$ cat src/logic/rail_seq_pkg.sv
`default_nettype none
package rail_seq_pkg;
    // register map
    localparam logic [7:0] CTRL_OFFSET    = 8'h02;
    localparam logic [7:0] STATUS_OFFSET  = 8'h03;
    localparam logic [7:0] MATRIX_OFFSET  = 8'h04;
    localparam logic [7:0] STRETCH_OFFSET = 8'h05;
    // reset values
    localparam logic [7:0] CTRL_RESET     = 8'h00;
    localparam logic [7:0] MATRIX_RESET   = 8'h00;
    localparam logic [7:0] STRETCH_RESET  = 8'h00;
    // control fields
    localparam int         ENABLE_BIT     = 0;
    localparam int         LAUNCH_BIT     = 6;
    // matrix and stretch fields
    localparam int         SW_ROW_LSB     = 0;
    localparam int         POS_ROW_LSB    = 3;
    localparam int         NEG_ROW_LSB    = 0;
    localparam int         STRETCH1_LSB   = 3;
    localparam int         STRETCH2_LSB   = 5;
    // status fields
    localparam int         ON_BIT         = 3;
    localparam int         BUSY_BIT       = 4;
    // timing
    localparam int         CNT_W          = 16;
    localparam logic [CNT_W+1:0] PCT_STEP_DIV = 18'h0_000A; // each code step is one tenth
    localparam logic [1:0] NO_SLOT        = 2'h3;
    localparam logic [1:0] LAST_SLOT      = 2'h2;

    typedef enum logic [1:0] {ST_IDLE, ST_UP_RAMP, ST_UP_WAIT, ST_DN_WAIT} seq_state_type;
endpackage
`default_nettype wire

$ cat src/logic/three_slot_rail_sequencer.sv
// Behaviour
// rail switch slot comes from matrix register bits 2:0
// positive pump slot comes from matrix register bits 5:3
// negative pump slot comes from stretch register bits 2:0
// with several set bits in a row only the first counts
// slot 2 starts after slot 1 ramp time times one plus stretch
// slot 3 starts likewise using second stretch field and slot 2 ramp
// stretch codes add 0, 10, 20 or 30 percent of ramp time
// launch bit high powers up when off, low powers down when on
// slot and stretch programming is frozen while a sequence runs
// launch bit does nothing while the sequencer enable is low
// bit zero is slot 1, lowest set bit wins, empty row never starts
// empty slots skipped at once on power-up, power-down runs slots in reverse
`timescale 1ns/1ps
`default_nettype none
module three_slot_rail_sequencer
    import rail_seq_pkg::*;
(
    input  wire logic        clk,
    input  wire logic        rst,
    input  wire logic [7:0]  reg_addr,
    input  wire logic [7:0]  reg_wdata,
    input  wire logic        reg_we,
    output logic      [7:0]  reg_rdata,
    input  wire logic [2:0]  rail_good,
    output logic      [2:0]  rail_en,
    output logic             seq_busy,
    output logic             rails_on
);
    // slot index of a row: lowest set bit, bit zero is slot 1
    function automatic logic [1:0] slot_of(input logic [2:0] row);
        if (row[0]) begin
            slot_of = 2'h0;
        end else if (row[1]) begin
            slot_of = 2'h1;
        end else if (row[2]) begin
            slot_of = 2'h2;
        end else begin
            slot_of = NO_SLOT;
        end
    endfunction

    // ramp time scaled by code tenths, as added stretch
    function automatic logic [CNT_W-1:0] stretch_of(input logic [CNT_W-1:0] ramp,
                                                    input logic [1:0] code);
        logic [CNT_W+1:0] prod;
        prod = {2'b00, ramp} * {{CNT_W{1'b0}}, code};
        stretch_of = CNT_W'(prod / PCT_STEP_DIV);
    endfunction

    logic [7:0]            ctrl_q;
    logic [7:0]            matrix_q;
    logic [7:0]            stretch_q;
    logic [2:0]            good_meta_q;
    logic [2:0]            good_sync_q;
    seq_state_type         state_q;
    logic [1:0]            slot_q;
    logic [CNT_W-1:0]      cnt_q;
    logic [CNT_W-1:0]      gap_q [0:1];
    logic [2:0]            rail_en_q;
    logic                  on_q;
    logic                  busy_q;
    logic [7:0]            rdata_q;

    // field decode
    wire [2:0] rail_switch_slot_row     = matrix_q[SW_ROW_LSB +: 3];
    wire [2:0] pos_pump_slot_row        = matrix_q[POS_ROW_LSB +: 3];
    wire [2:0] neg_pump_slot_row        = stretch_q[NEG_ROW_LSB +: 3];
    wire [1:0] stretch_after_first_slot  = stretch_q[STRETCH1_LSB +: 2];
    wire [1:0] stretch_after_second_slot = stretch_q[STRETCH2_LSB +: 2];
    wire       seq_enable = ctrl_q[ENABLE_BIT];
    wire       launch     = ctrl_q[LAUNCH_BIT];
    wire       idle       = (state_q == ST_IDLE);

    // rails that belong to the slot in hand
    wire [2:0] members = {slot_of(neg_pump_slot_row) == slot_q,
                          slot_of(pos_pump_slot_row) == slot_q,
                          slot_of(rail_switch_slot_row) == slot_q};
    wire       members_good = ((good_sync_q & members) == members);
    wire [1:0] cur_code     = (slot_q == 2'h0) ? stretch_after_first_slot
                                               : stretch_after_second_slot;
    wire [CNT_W-1:0] ramp_next = (cnt_q == {CNT_W{1'b1}}) ? cnt_q : cnt_q + 1'b1;
    wire [CNT_W-1:0] ext       = stretch_of(cnt_q, cur_code);
    wire [CNT_W-1:0] dn_gap    = (slot_q == 2'h2) ? gap_q[1] :
                                 (slot_q == 2'h1) ? gap_q[0] : {CNT_W{1'b0}};
    wire       start_up   = idle && seq_enable && launch && !on_q;
    wire       start_dn   = idle && seq_enable && !launch && on_q;
    wire       prog_write = reg_we && idle;

    // register writes
    always_ff @(posedge clk) begin
        if (rst) begin
            ctrl_q    <= CTRL_RESET;
            matrix_q  <= MATRIX_RESET;
            stretch_q <= STRETCH_RESET;
        end else begin
            if (reg_we && reg_addr == CTRL_OFFSET) begin
                ctrl_q <= reg_wdata & 8'h41;
            end
            if (prog_write && reg_addr == MATRIX_OFFSET) begin
                matrix_q <= reg_wdata & 8'h3F;
            end
            if (prog_write && reg_addr == STRETCH_OFFSET) begin
                stretch_q <= reg_wdata & 8'h7F;
            end
        end
    end

    // power-good synchroniser
    always_ff @(posedge clk) begin
        if (rst) begin
            good_meta_q <= 3'h0;
            good_sync_q <= 3'h0;
        end else begin
            good_meta_q <= rail_good;
            good_sync_q <= good_meta_q;
        end
    end

    // sequencer
    always_ff @(posedge clk) begin
        if (rst) begin
            state_q   <= ST_IDLE;
            slot_q    <= 2'h0;
            cnt_q     <= {CNT_W{1'b0}};
            gap_q[0]  <= {CNT_W{1'b0}};
            gap_q[1]  <= {CNT_W{1'b0}};
            rail_en_q <= 3'h0;
            on_q      <= 1'b0;
            busy_q    <= 1'b0;
        end else begin
            case (state_q)
                ST_IDLE: begin
                    slot_q <= start_up ? 2'h0 : LAST_SLOT;
                    cnt_q  <= {CNT_W{1'b0}};
                    if (start_up) begin
                        state_q <= ST_UP_RAMP;
                        busy_q  <= 1'b1;
                    end else if (start_dn) begin
                        state_q <= ST_DN_WAIT;
                        busy_q  <= 1'b1;
                        cnt_q   <= {CNT_W{1'b1}}; // marks first pass of a slot
                    end
                end
                ST_UP_RAMP: begin
                    rail_en_q <= rail_en_q | members; // power-on issued for this slot
                    if (members == 3'h0) begin
                        if (slot_q != LAST_SLOT) begin
                            gap_q[slot_q[0]] <= {CNT_W{1'b0}};
                        end
                        cnt_q <= {CNT_W{1'b0}};
                        if (slot_q == LAST_SLOT) begin
                            state_q <= ST_IDLE;
                            busy_q  <= 1'b0;
                            on_q    <= 1'b1;
                        end else begin
                            slot_q <= slot_q + 2'h1;
                        end
                    end else if (members_good && ((rail_en_q & members) == members)) begin
                        if (slot_q == LAST_SLOT) begin
                            state_q <= ST_IDLE;
                            busy_q  <= 1'b0;
                            on_q    <= 1'b1;
                        end else begin
                            gap_q[slot_q[0]] <= cnt_q + ext;
                            cnt_q   <= ext;
                            state_q <= ST_UP_WAIT;
                        end
                    end else begin
                        cnt_q <= ramp_next; // measure ramp time
                    end
                end
                ST_UP_WAIT: begin
                    if (cnt_q == {CNT_W{1'b0}}) begin
                        slot_q  <= slot_q + 2'h1;
                        state_q <= ST_UP_RAMP;
                    end else begin
                        cnt_q <= cnt_q - 1'b1;
                    end
                end
                ST_DN_WAIT: begin
                    if (cnt_q == {CNT_W{1'b1}}) begin
                        rail_en_q <= rail_en_q & ~members;
                        cnt_q     <= dn_gap;
                    end else if (cnt_q == {CNT_W{1'b0}}) begin
                        if (slot_q == 2'h0) begin
                            state_q   <= ST_IDLE;
                            busy_q    <= 1'b0;
                            on_q      <= 1'b0;
                            rail_en_q <= 3'h0; // rows edited while on still end all off
                        end else begin
                            slot_q <= slot_q - 2'h1;
                            cnt_q  <= {CNT_W{1'b1}};
                        end
                    end else begin
                        cnt_q <= cnt_q - 1'b1;
                    end
                end
                default: begin
                    state_q <= ST_IDLE;
                    busy_q  <= 1'b0;
                end
            endcase
        end
    end

    // registered read data
    wire [7:0] status_word = {3'h0, busy_q, on_q, rail_en_q};
    wire [7:0] read_mux = (reg_addr == CTRL_OFFSET)    ? ctrl_q :
                          (reg_addr == STATUS_OFFSET)  ? status_word :
                          (reg_addr == MATRIX_OFFSET)  ? matrix_q :
                          (reg_addr == STRETCH_OFFSET) ? stretch_q : 8'h00;
    always_ff @(posedge clk) begin
        if (rst) begin
            rdata_q <= 8'h00;
        end else begin
            rdata_q <= read_mux;
        end
    end

    assign reg_rdata = rdata_q;
    assign rail_en   = rail_en_q;
    assign seq_busy  = busy_q;
    assign rails_on  = on_q;
endmodule // three_slot_rail_sequencer
`default_nettype wire

$ cat config.mk
export PLATFORM = sky130hd
export DESIGN_NAME = three_slot_rail_sequencer
export DESIGN_NICKNAME = d
export VERILOG_FILES = /design/src/logic/rail_seq_pkg.sv /design/src/logic/three_slot_rail_sequencer.sv
export SDC_FILE = /design/constraint.sdc
export NUM_CORES = 1
export LEC_CHECK = 0
export BUFFER_PORTS_ARGS = -buffer_cell sky130_fd_sc_hd__buf_2
export CELL_PAD_IN_SITES_DETAIL_PLACEMENT = 1
export CELL_PAD_IN_SITES_GLOBAL_PLACEMENT = 2
export CORE_AREA = 3 3 178 137
export CTS_BUF_LIST = sky130_fd_sc_hd__clkbuf_2 sky130_fd_sc_hd__clkbuf_4 sky130_fd_sc_hd__clkbuf_8
export DETAILED_ROUTE_END_ITERATION = 16
export DIE_AREA = 0 0 181 140
export HOLD_SLACK_MARGIN = 0.1
export PLACE_DENSITY = 0.93
export SYNTH_ARGS = -nofsm -noshare
export SYNTH_HDL_FRONTEND = slang
export SYNTH_SLANG_ARGS = --single-unit
$ cat constraint.sdc
create_clock -name clk -period 14.6 [get_ports clk]
set_input_delay 0.73 -clock clk [delete_from_list [all_inputs] [get_ports clk]]
set_output_delay 0.73 -clock clk [all_outputs]
set_load 0.03 [all_outputs]
Yosys cells after proc, flatten, opt, wreduce, memory -nomap -nowiden
Memory sizes are Yosys's and may differ from the RTL's. Index checks and enable logic that the tools add are counted.

Magnitude comparators: 0. Equal/unequal tests: 32. Multiply operators: 1. Div/mod/pow operators: 1. Multiplexer cells: 80. Shifts and indexed selects: 0. Reduce and logical (&&, ||, !) cells: 28. Bitwise gates (word level): 6. $add $sub $neg: 5.

Operators with widths (count): 2-to-1 mux 16 bit (14); one-hot mux 16 bit (4 select lines) (1); 2-to-1 mux 2 bit (24); 2-to-1 mux 1 bit (29); 2-to-1 mux 7 bit (4); divider 18 x 4 -> 18 bit (second input constant) (1); multiplier 16 x 2 -> 18 bit (1); inequality test 2 bit (second input constant) (9); adder 16 x 1 -> 16 bit (second input constant) (1); adder 16 bit (1); equality test 16 bit (second input constant) (1); equality test 8 x 2 -> 1 bit (second input constant) (2); equality test 8 x 3 -> 1 bit (second input constant) (2); zero test 16 bit (1); one-hot mux 2 bit (4 select lines) (2); OR reduction 16 bit (1); subtractor 16 x 1 -> 16 bit (second input constant) (1); inequality test 3 bit (second input constant) (4); inequality test 4 bit (second input constant) (3); AND reduction 6 bit (2); logical AND 1 bit (10); bitwise AND 3 bit (3); 2-to-1 mux 3 bit (3); AND reduction 7 bit (1); other kinds (24) (32).

Bits in registers: 54. ROM bits: 0. Bits in latches: 0. Memory bits (writable): 32. Memories kept: 1.

Memories: gap_q (depth 2, bits a word 16, read ports 2, clocked after memory_dff 0, write ports 2, RTL line three_slot_rail_sequencer.sv:59) `logic [CNT_W-1:0] gap_q [0:1];`.

Longest topological paths before layout
Word-level depth: 15. Mapped depth: 56.

Worst setup path before layout
Ideal clock, no wire load.

Path kind: flip-flop to flip-flop. From: register slot_q[0]. To: memory gap_q[0][14] (data pin). Buffers on the path: 7. Cell stages (with the launch flop): 56. Library setup time: 0.264 ns. Path slack: 4.010 ns. Arrival: 10.326 ns. Cell sequence: dfxtp_1 > clkbuf_1 > inv_1 > ha_1 > mux2i_1 > clkbuf_1 > nor2_1 > ha_1 > fa_1 > a211oi_1 > o21ai_1 > and2_0 > clkbuf_1 > a211oi_1 > buf_2 > nand4_1 > o21ai_0 > o31a_1 > (+20 left out) > fa_1 > inv_1 > a21oi_1 > o21ai_0 > a21o_1 > nand2_1 > a21oi_1 > o21ai_0 > a21oi_1 > o21ai_0 > a21oi_1 > o21ai_0 > nand2b_1 > a21o_1 > a21oi_1 > xnor2_1 > nand2_1 > nor2_1.

RTL lines: start, declared (RTL line three_slot_rail_sequencer.sv:57) `logic [1:0] slot_q;`; start signal, assigned (RTL line three_slot_rail_sequencer.sv:134) `slot_q <= start_up ? 2'h0 : LAST_SLOT;`; start signal, assigned (RTL line three_slot_rail_sequencer.sv:157) `slot_q <= slot_q + 2'h1;`; start signal, assigned (RTL line three_slot_rail_sequencer.sv:175) `slot_q <= slot_q + 2'h1;`; end, declared (RTL line three_slot_rail_sequencer.sv:59).

==> key figures <==
STA
  • Worst clock skew: 18.7 ps
  • Final Max Tran Viols: 0
  • Worst-Margin Slew: 1030 ps
  • Worst rel slew slack: 31.1%
  • Final worst setup slack: 1630 ps
  • Tcrit/Tclk final: 88.8%
  • Setup TNS: 0 ps
  • Final hold viol count: 0
  • F_max: 77.1 MHz
  • Final setup viols: 0
  • Unrepaired setup endpoints after global routing: no
  • Post-layout min period: 12970 ps

Yosys
  • Ys Warns: 0
  • Post-synth EDFFs: 32
  • Largest area contributor in the netlist: dfxtp_1
  • Most numerous cell in the Yosys netlist: nor2_1
  • Post-synthesis cell count: 1163
  • Synthesized area: 8580 µm²
  • Top post-synthesis cells by count: nor2_1 (158), nand2_1 (122), a21oi_1 (75)
  • Sequential fraction of the synthesis area: 23.6%
  • Cell variety after synth: 98
  • Synth Net Count: 1229
  • Most used flip-flop cell after synthesis: dfxtp_1
  • Ys async rst share: 0%
  • Seq cells post-synth: 85
  • Synth top area share: 12.4%
  • Syn avg cell area: 7.38 µm²
  • Area contributors post-synth: dfxtp_1 (12%), edfxtp_1 (11%), nor2_1 (6.9%)

CTS
  • CTS tree: done
  • Clk_lat worst skew: 400 ps
  • Max clock buf depth: 2
  • Clock Tree Root: clkbuf_8
  • CTS Hold Bufs: 0
  • Htree depth: 3
  • Num CTS Buffers: 9
  • Clk slew on worst S/H paths: 100 ps
  • Post-cts sizing count: 0
  • Clk sinks: 85
  • Post-CTS Setup Bufs: 0

Critical path
  • Worst EP arrival: 13100 ps
  • FF-to-FF Start: slot_q[0]$_SDFFE_PP0P_
  • WP data required: 14730 ps
  • Critical R2R Capture: gap_q[1][15]$_SDFFCE_PN0P_
  • Slowest-stage cell, CP: a2111oi_1
  • Most Frequent Cell on Critical Path: a21oi_1
  • Worst-path fanout max: 15
  • Setup Crit Path Kind: reg2reg
  • Reg2Reg Depth: 46
  • Crit path largest cell delay: 830 ps
  • Critical Path Source Type: flop
  • Reg2Reg Setup Slack: 1630 ps
  • Crit. End Element: flop

Routing
  • DRT Pass-1 Iters: 6
  • Drt initial violations: 581
  • Vias per cell: 6.11
  • Post-Route WL: 28200 µm
  • DRC: 0
  • Wirelength per Cell: 19.4 µm
  • Via count: 8889
  • Post-DRT Antenna Nets: 0

Pwr
  • Peak supply drop: 0.0550 mV
  • Comb pwr share: 52.6%
  • P_sw: 518 µW
  • Part of the power in registers: 29.9%
  • Leak: 0.00338 µW
  • Sw Share: 48.3%
  • Cell internal pwr: 555 µW
  • Clock power frac: 17.6%
  • Pwr dens: 117 nW/µm²

Floorplanning
  • Chip height: 140 µm
  • Core Rows: 48
  • Area of the die: 25300 µm²
  • I/O pin cnt: 35
  • Starting Density: 37.7%
  • Core area: 22800 µm²
  • Die width: 181 µm

Hold path
  • Worst hold stages: 1
  • Hold/Removal Path Class: reg2reg
  • WHS Endpoint: good_sync_q[1]$_SDFF_PP0_
  • Hold_sp: good_meta_q[1]$_SDFF_PP0_

GRT
  • Vias in the first global route: 8470
  • Met1 Track Usage GR: 32.8%
  • Initial antenna violation count: 0
  • First-pass GRT wire length: 45700 µm
  • M3 GR Usage: 3.14%
  • Met2 Use GR: 33.4%
  • Total Routing Usage GR: 21.7%
  • GRT busiest layer: met2
  • Overflow after GRT: 0
  • Largest net degree at the start of global routing: 56

Flow run
  • MaxCap Viol Count: 0

Placed design
  • Detail Placement HPWL: 21300 µm
  • I/O Buffers: 32
  • Final estimated routing congestion in global placement: 0.857
  • DP Worst Slack: 1900 ps

Layout
  • Syn-to-layout area delta: 6.50%
  • Share of layout cells above drive strength 1: 8.23%
  • Post-layout util: 40.2%
  • Antenna Cells: 0
  • Nets: 1216

Status
  • Outcome: finished, final reports clean
==> cells in the final DEF, fill, tap and decap left out, types with 8 or more instances in the layout <==
cell type  Yosys  layout
xor2_1        22      22
xnor2_1       37      37
a21oi_1       75      75
ha_1          42      42
clkbuf_8       0       9
a31oi_1       10      10
and3_1        14      14
or4_1          8       8
buf_2          6      32
nor2_1       158     158
inv_1         42      42
nor2b_1       36      36
o21ai_0       74      74
o211ai_1      14      14
edfxtp_1      32      32
buf_4          1      15
nand2_1      122     122
mux2i_1       23      23
dfxtp_1       53      53
a22oi_1       10      10
o221ai_1       8       8
nor4_1        17      17
nor3_1        44      44
nand3_1       33      33
a21o_1         9       9
a211oi_1      21      21
==> kinds of logic (layout without fill, tap and decap cells) <==
logic type | after synthesis | count (layout) | synth area share [%]
and+or+nand+nor | 485 | 485 | 26.9
muxes | 26 | 26 | 3.12
other | 1 | 1 | 0.0437
adders and majority gates | 47 | 47 | 6.95
buffers and inverters | 113 | 105 | 5.34
xor gates and xnor gates | 59 | 59 | 6.02
AOI/OAI and AO/OA | 347 | 347 | 28.0
DFF | 85 | 85 | 23.6
==> stage by stage <==
stage / hold WS (ps) / instances / instance area [µm²] / power [µW]
finish: 450 / 1455 / 9140 / 1070
global route: 458 / 1455 / 9140 / 1150
CTS: 452 / 1455 / 9140 / 1070
detailed placement: 431 / 1439 / 8930 / 875
global placement: 420 / 1439 / 8930 / 857
floorplan: 414 / 1163 / 8580 / 726
==> critical path, delay by kind of cell, from the launching register on <==
| kind | cells | cell delay (ps) |
|---|---|---|
| compound gates | 27 | 6810 |
| xor+xnor | 3 | 1200 |
| fa+ha+maj | 4 | 1250 |
| buf+inv | 2 | 540 |
| flops | 1 | 600 |
| mux | 1 | 180 |
| simple gates | 9 | 2140 |
==> state kept, by name, indices dropped and copies added, names as in the netlist <==
name         count
good_meta_q      3
ctrl_q           2
matrix_q         6
stretch_q        7
rail_en          3
cnt_q           16
good_sync_q      3
gap_q           32
state_q          2
rails_on         1
slot_q           2
seq_busy         1
reg_rdata        7
==> area by class of cell <==
class	count	area, µm²
multi-input cells	965	6100
flip-flops and latches	85	2020
repair buffers	47	273
clock inverters	7	86.3
clock buffers	9	124
fillers	2843	13600
well taps	300	375
inverters	42	158
==> how the worst max path moves through the flow <==
stage	startpoint	endpoint	slack, ps	cells after the start
6_report	slot_q[0]$_SDFFE_PP0P_	gap_q[1][15]$_SDFFCE_PN0P_	1630	46
2_1_floorplan	slot_q[0]$_SDFFE_PP0P_	gap_q[0][14]$_SDFFCE_PN0P_	4010	55
3_3_place_gp	slot_q[0]$_SDFFE_PP0P_	gap_q[0][14]$_SDFFCE_PN0P_	2220	49
3_5_place_dp	slot_q[0]$_SDFFE_PP0P_	gap_q[0][14]$_SDFFCE_PN0P_	1900	49
5_1_grt	slot_q[0]$_SDFFE_PP0P_	gap_q[1][15]$_SDFFCE_PN0P_	590	46
4_1_cts	slot_q[0]$_SDFFE_PP0P_	gap_q[0][14]$_SDFFCE_PN0P_	1820	49
==> metal layers <==
metal | part of all wire (%) | wire (µm)
met1 | 50 | 14100
met2 | 44 | 12400
met3 | 5.6 | 1580
met4 | 0.57 | 161
met5 | 0 | 0
==> power groups by stage <==
stage	clock [µW]	combinational, µW	sequential [µW]
floorplan	0	425	301
global placement	0	533	324
detailed placement	0	550	325
CTS	193	556	320
global route	201	621	326
finish	188	564	320
Power figures use the tool's default switching activity.
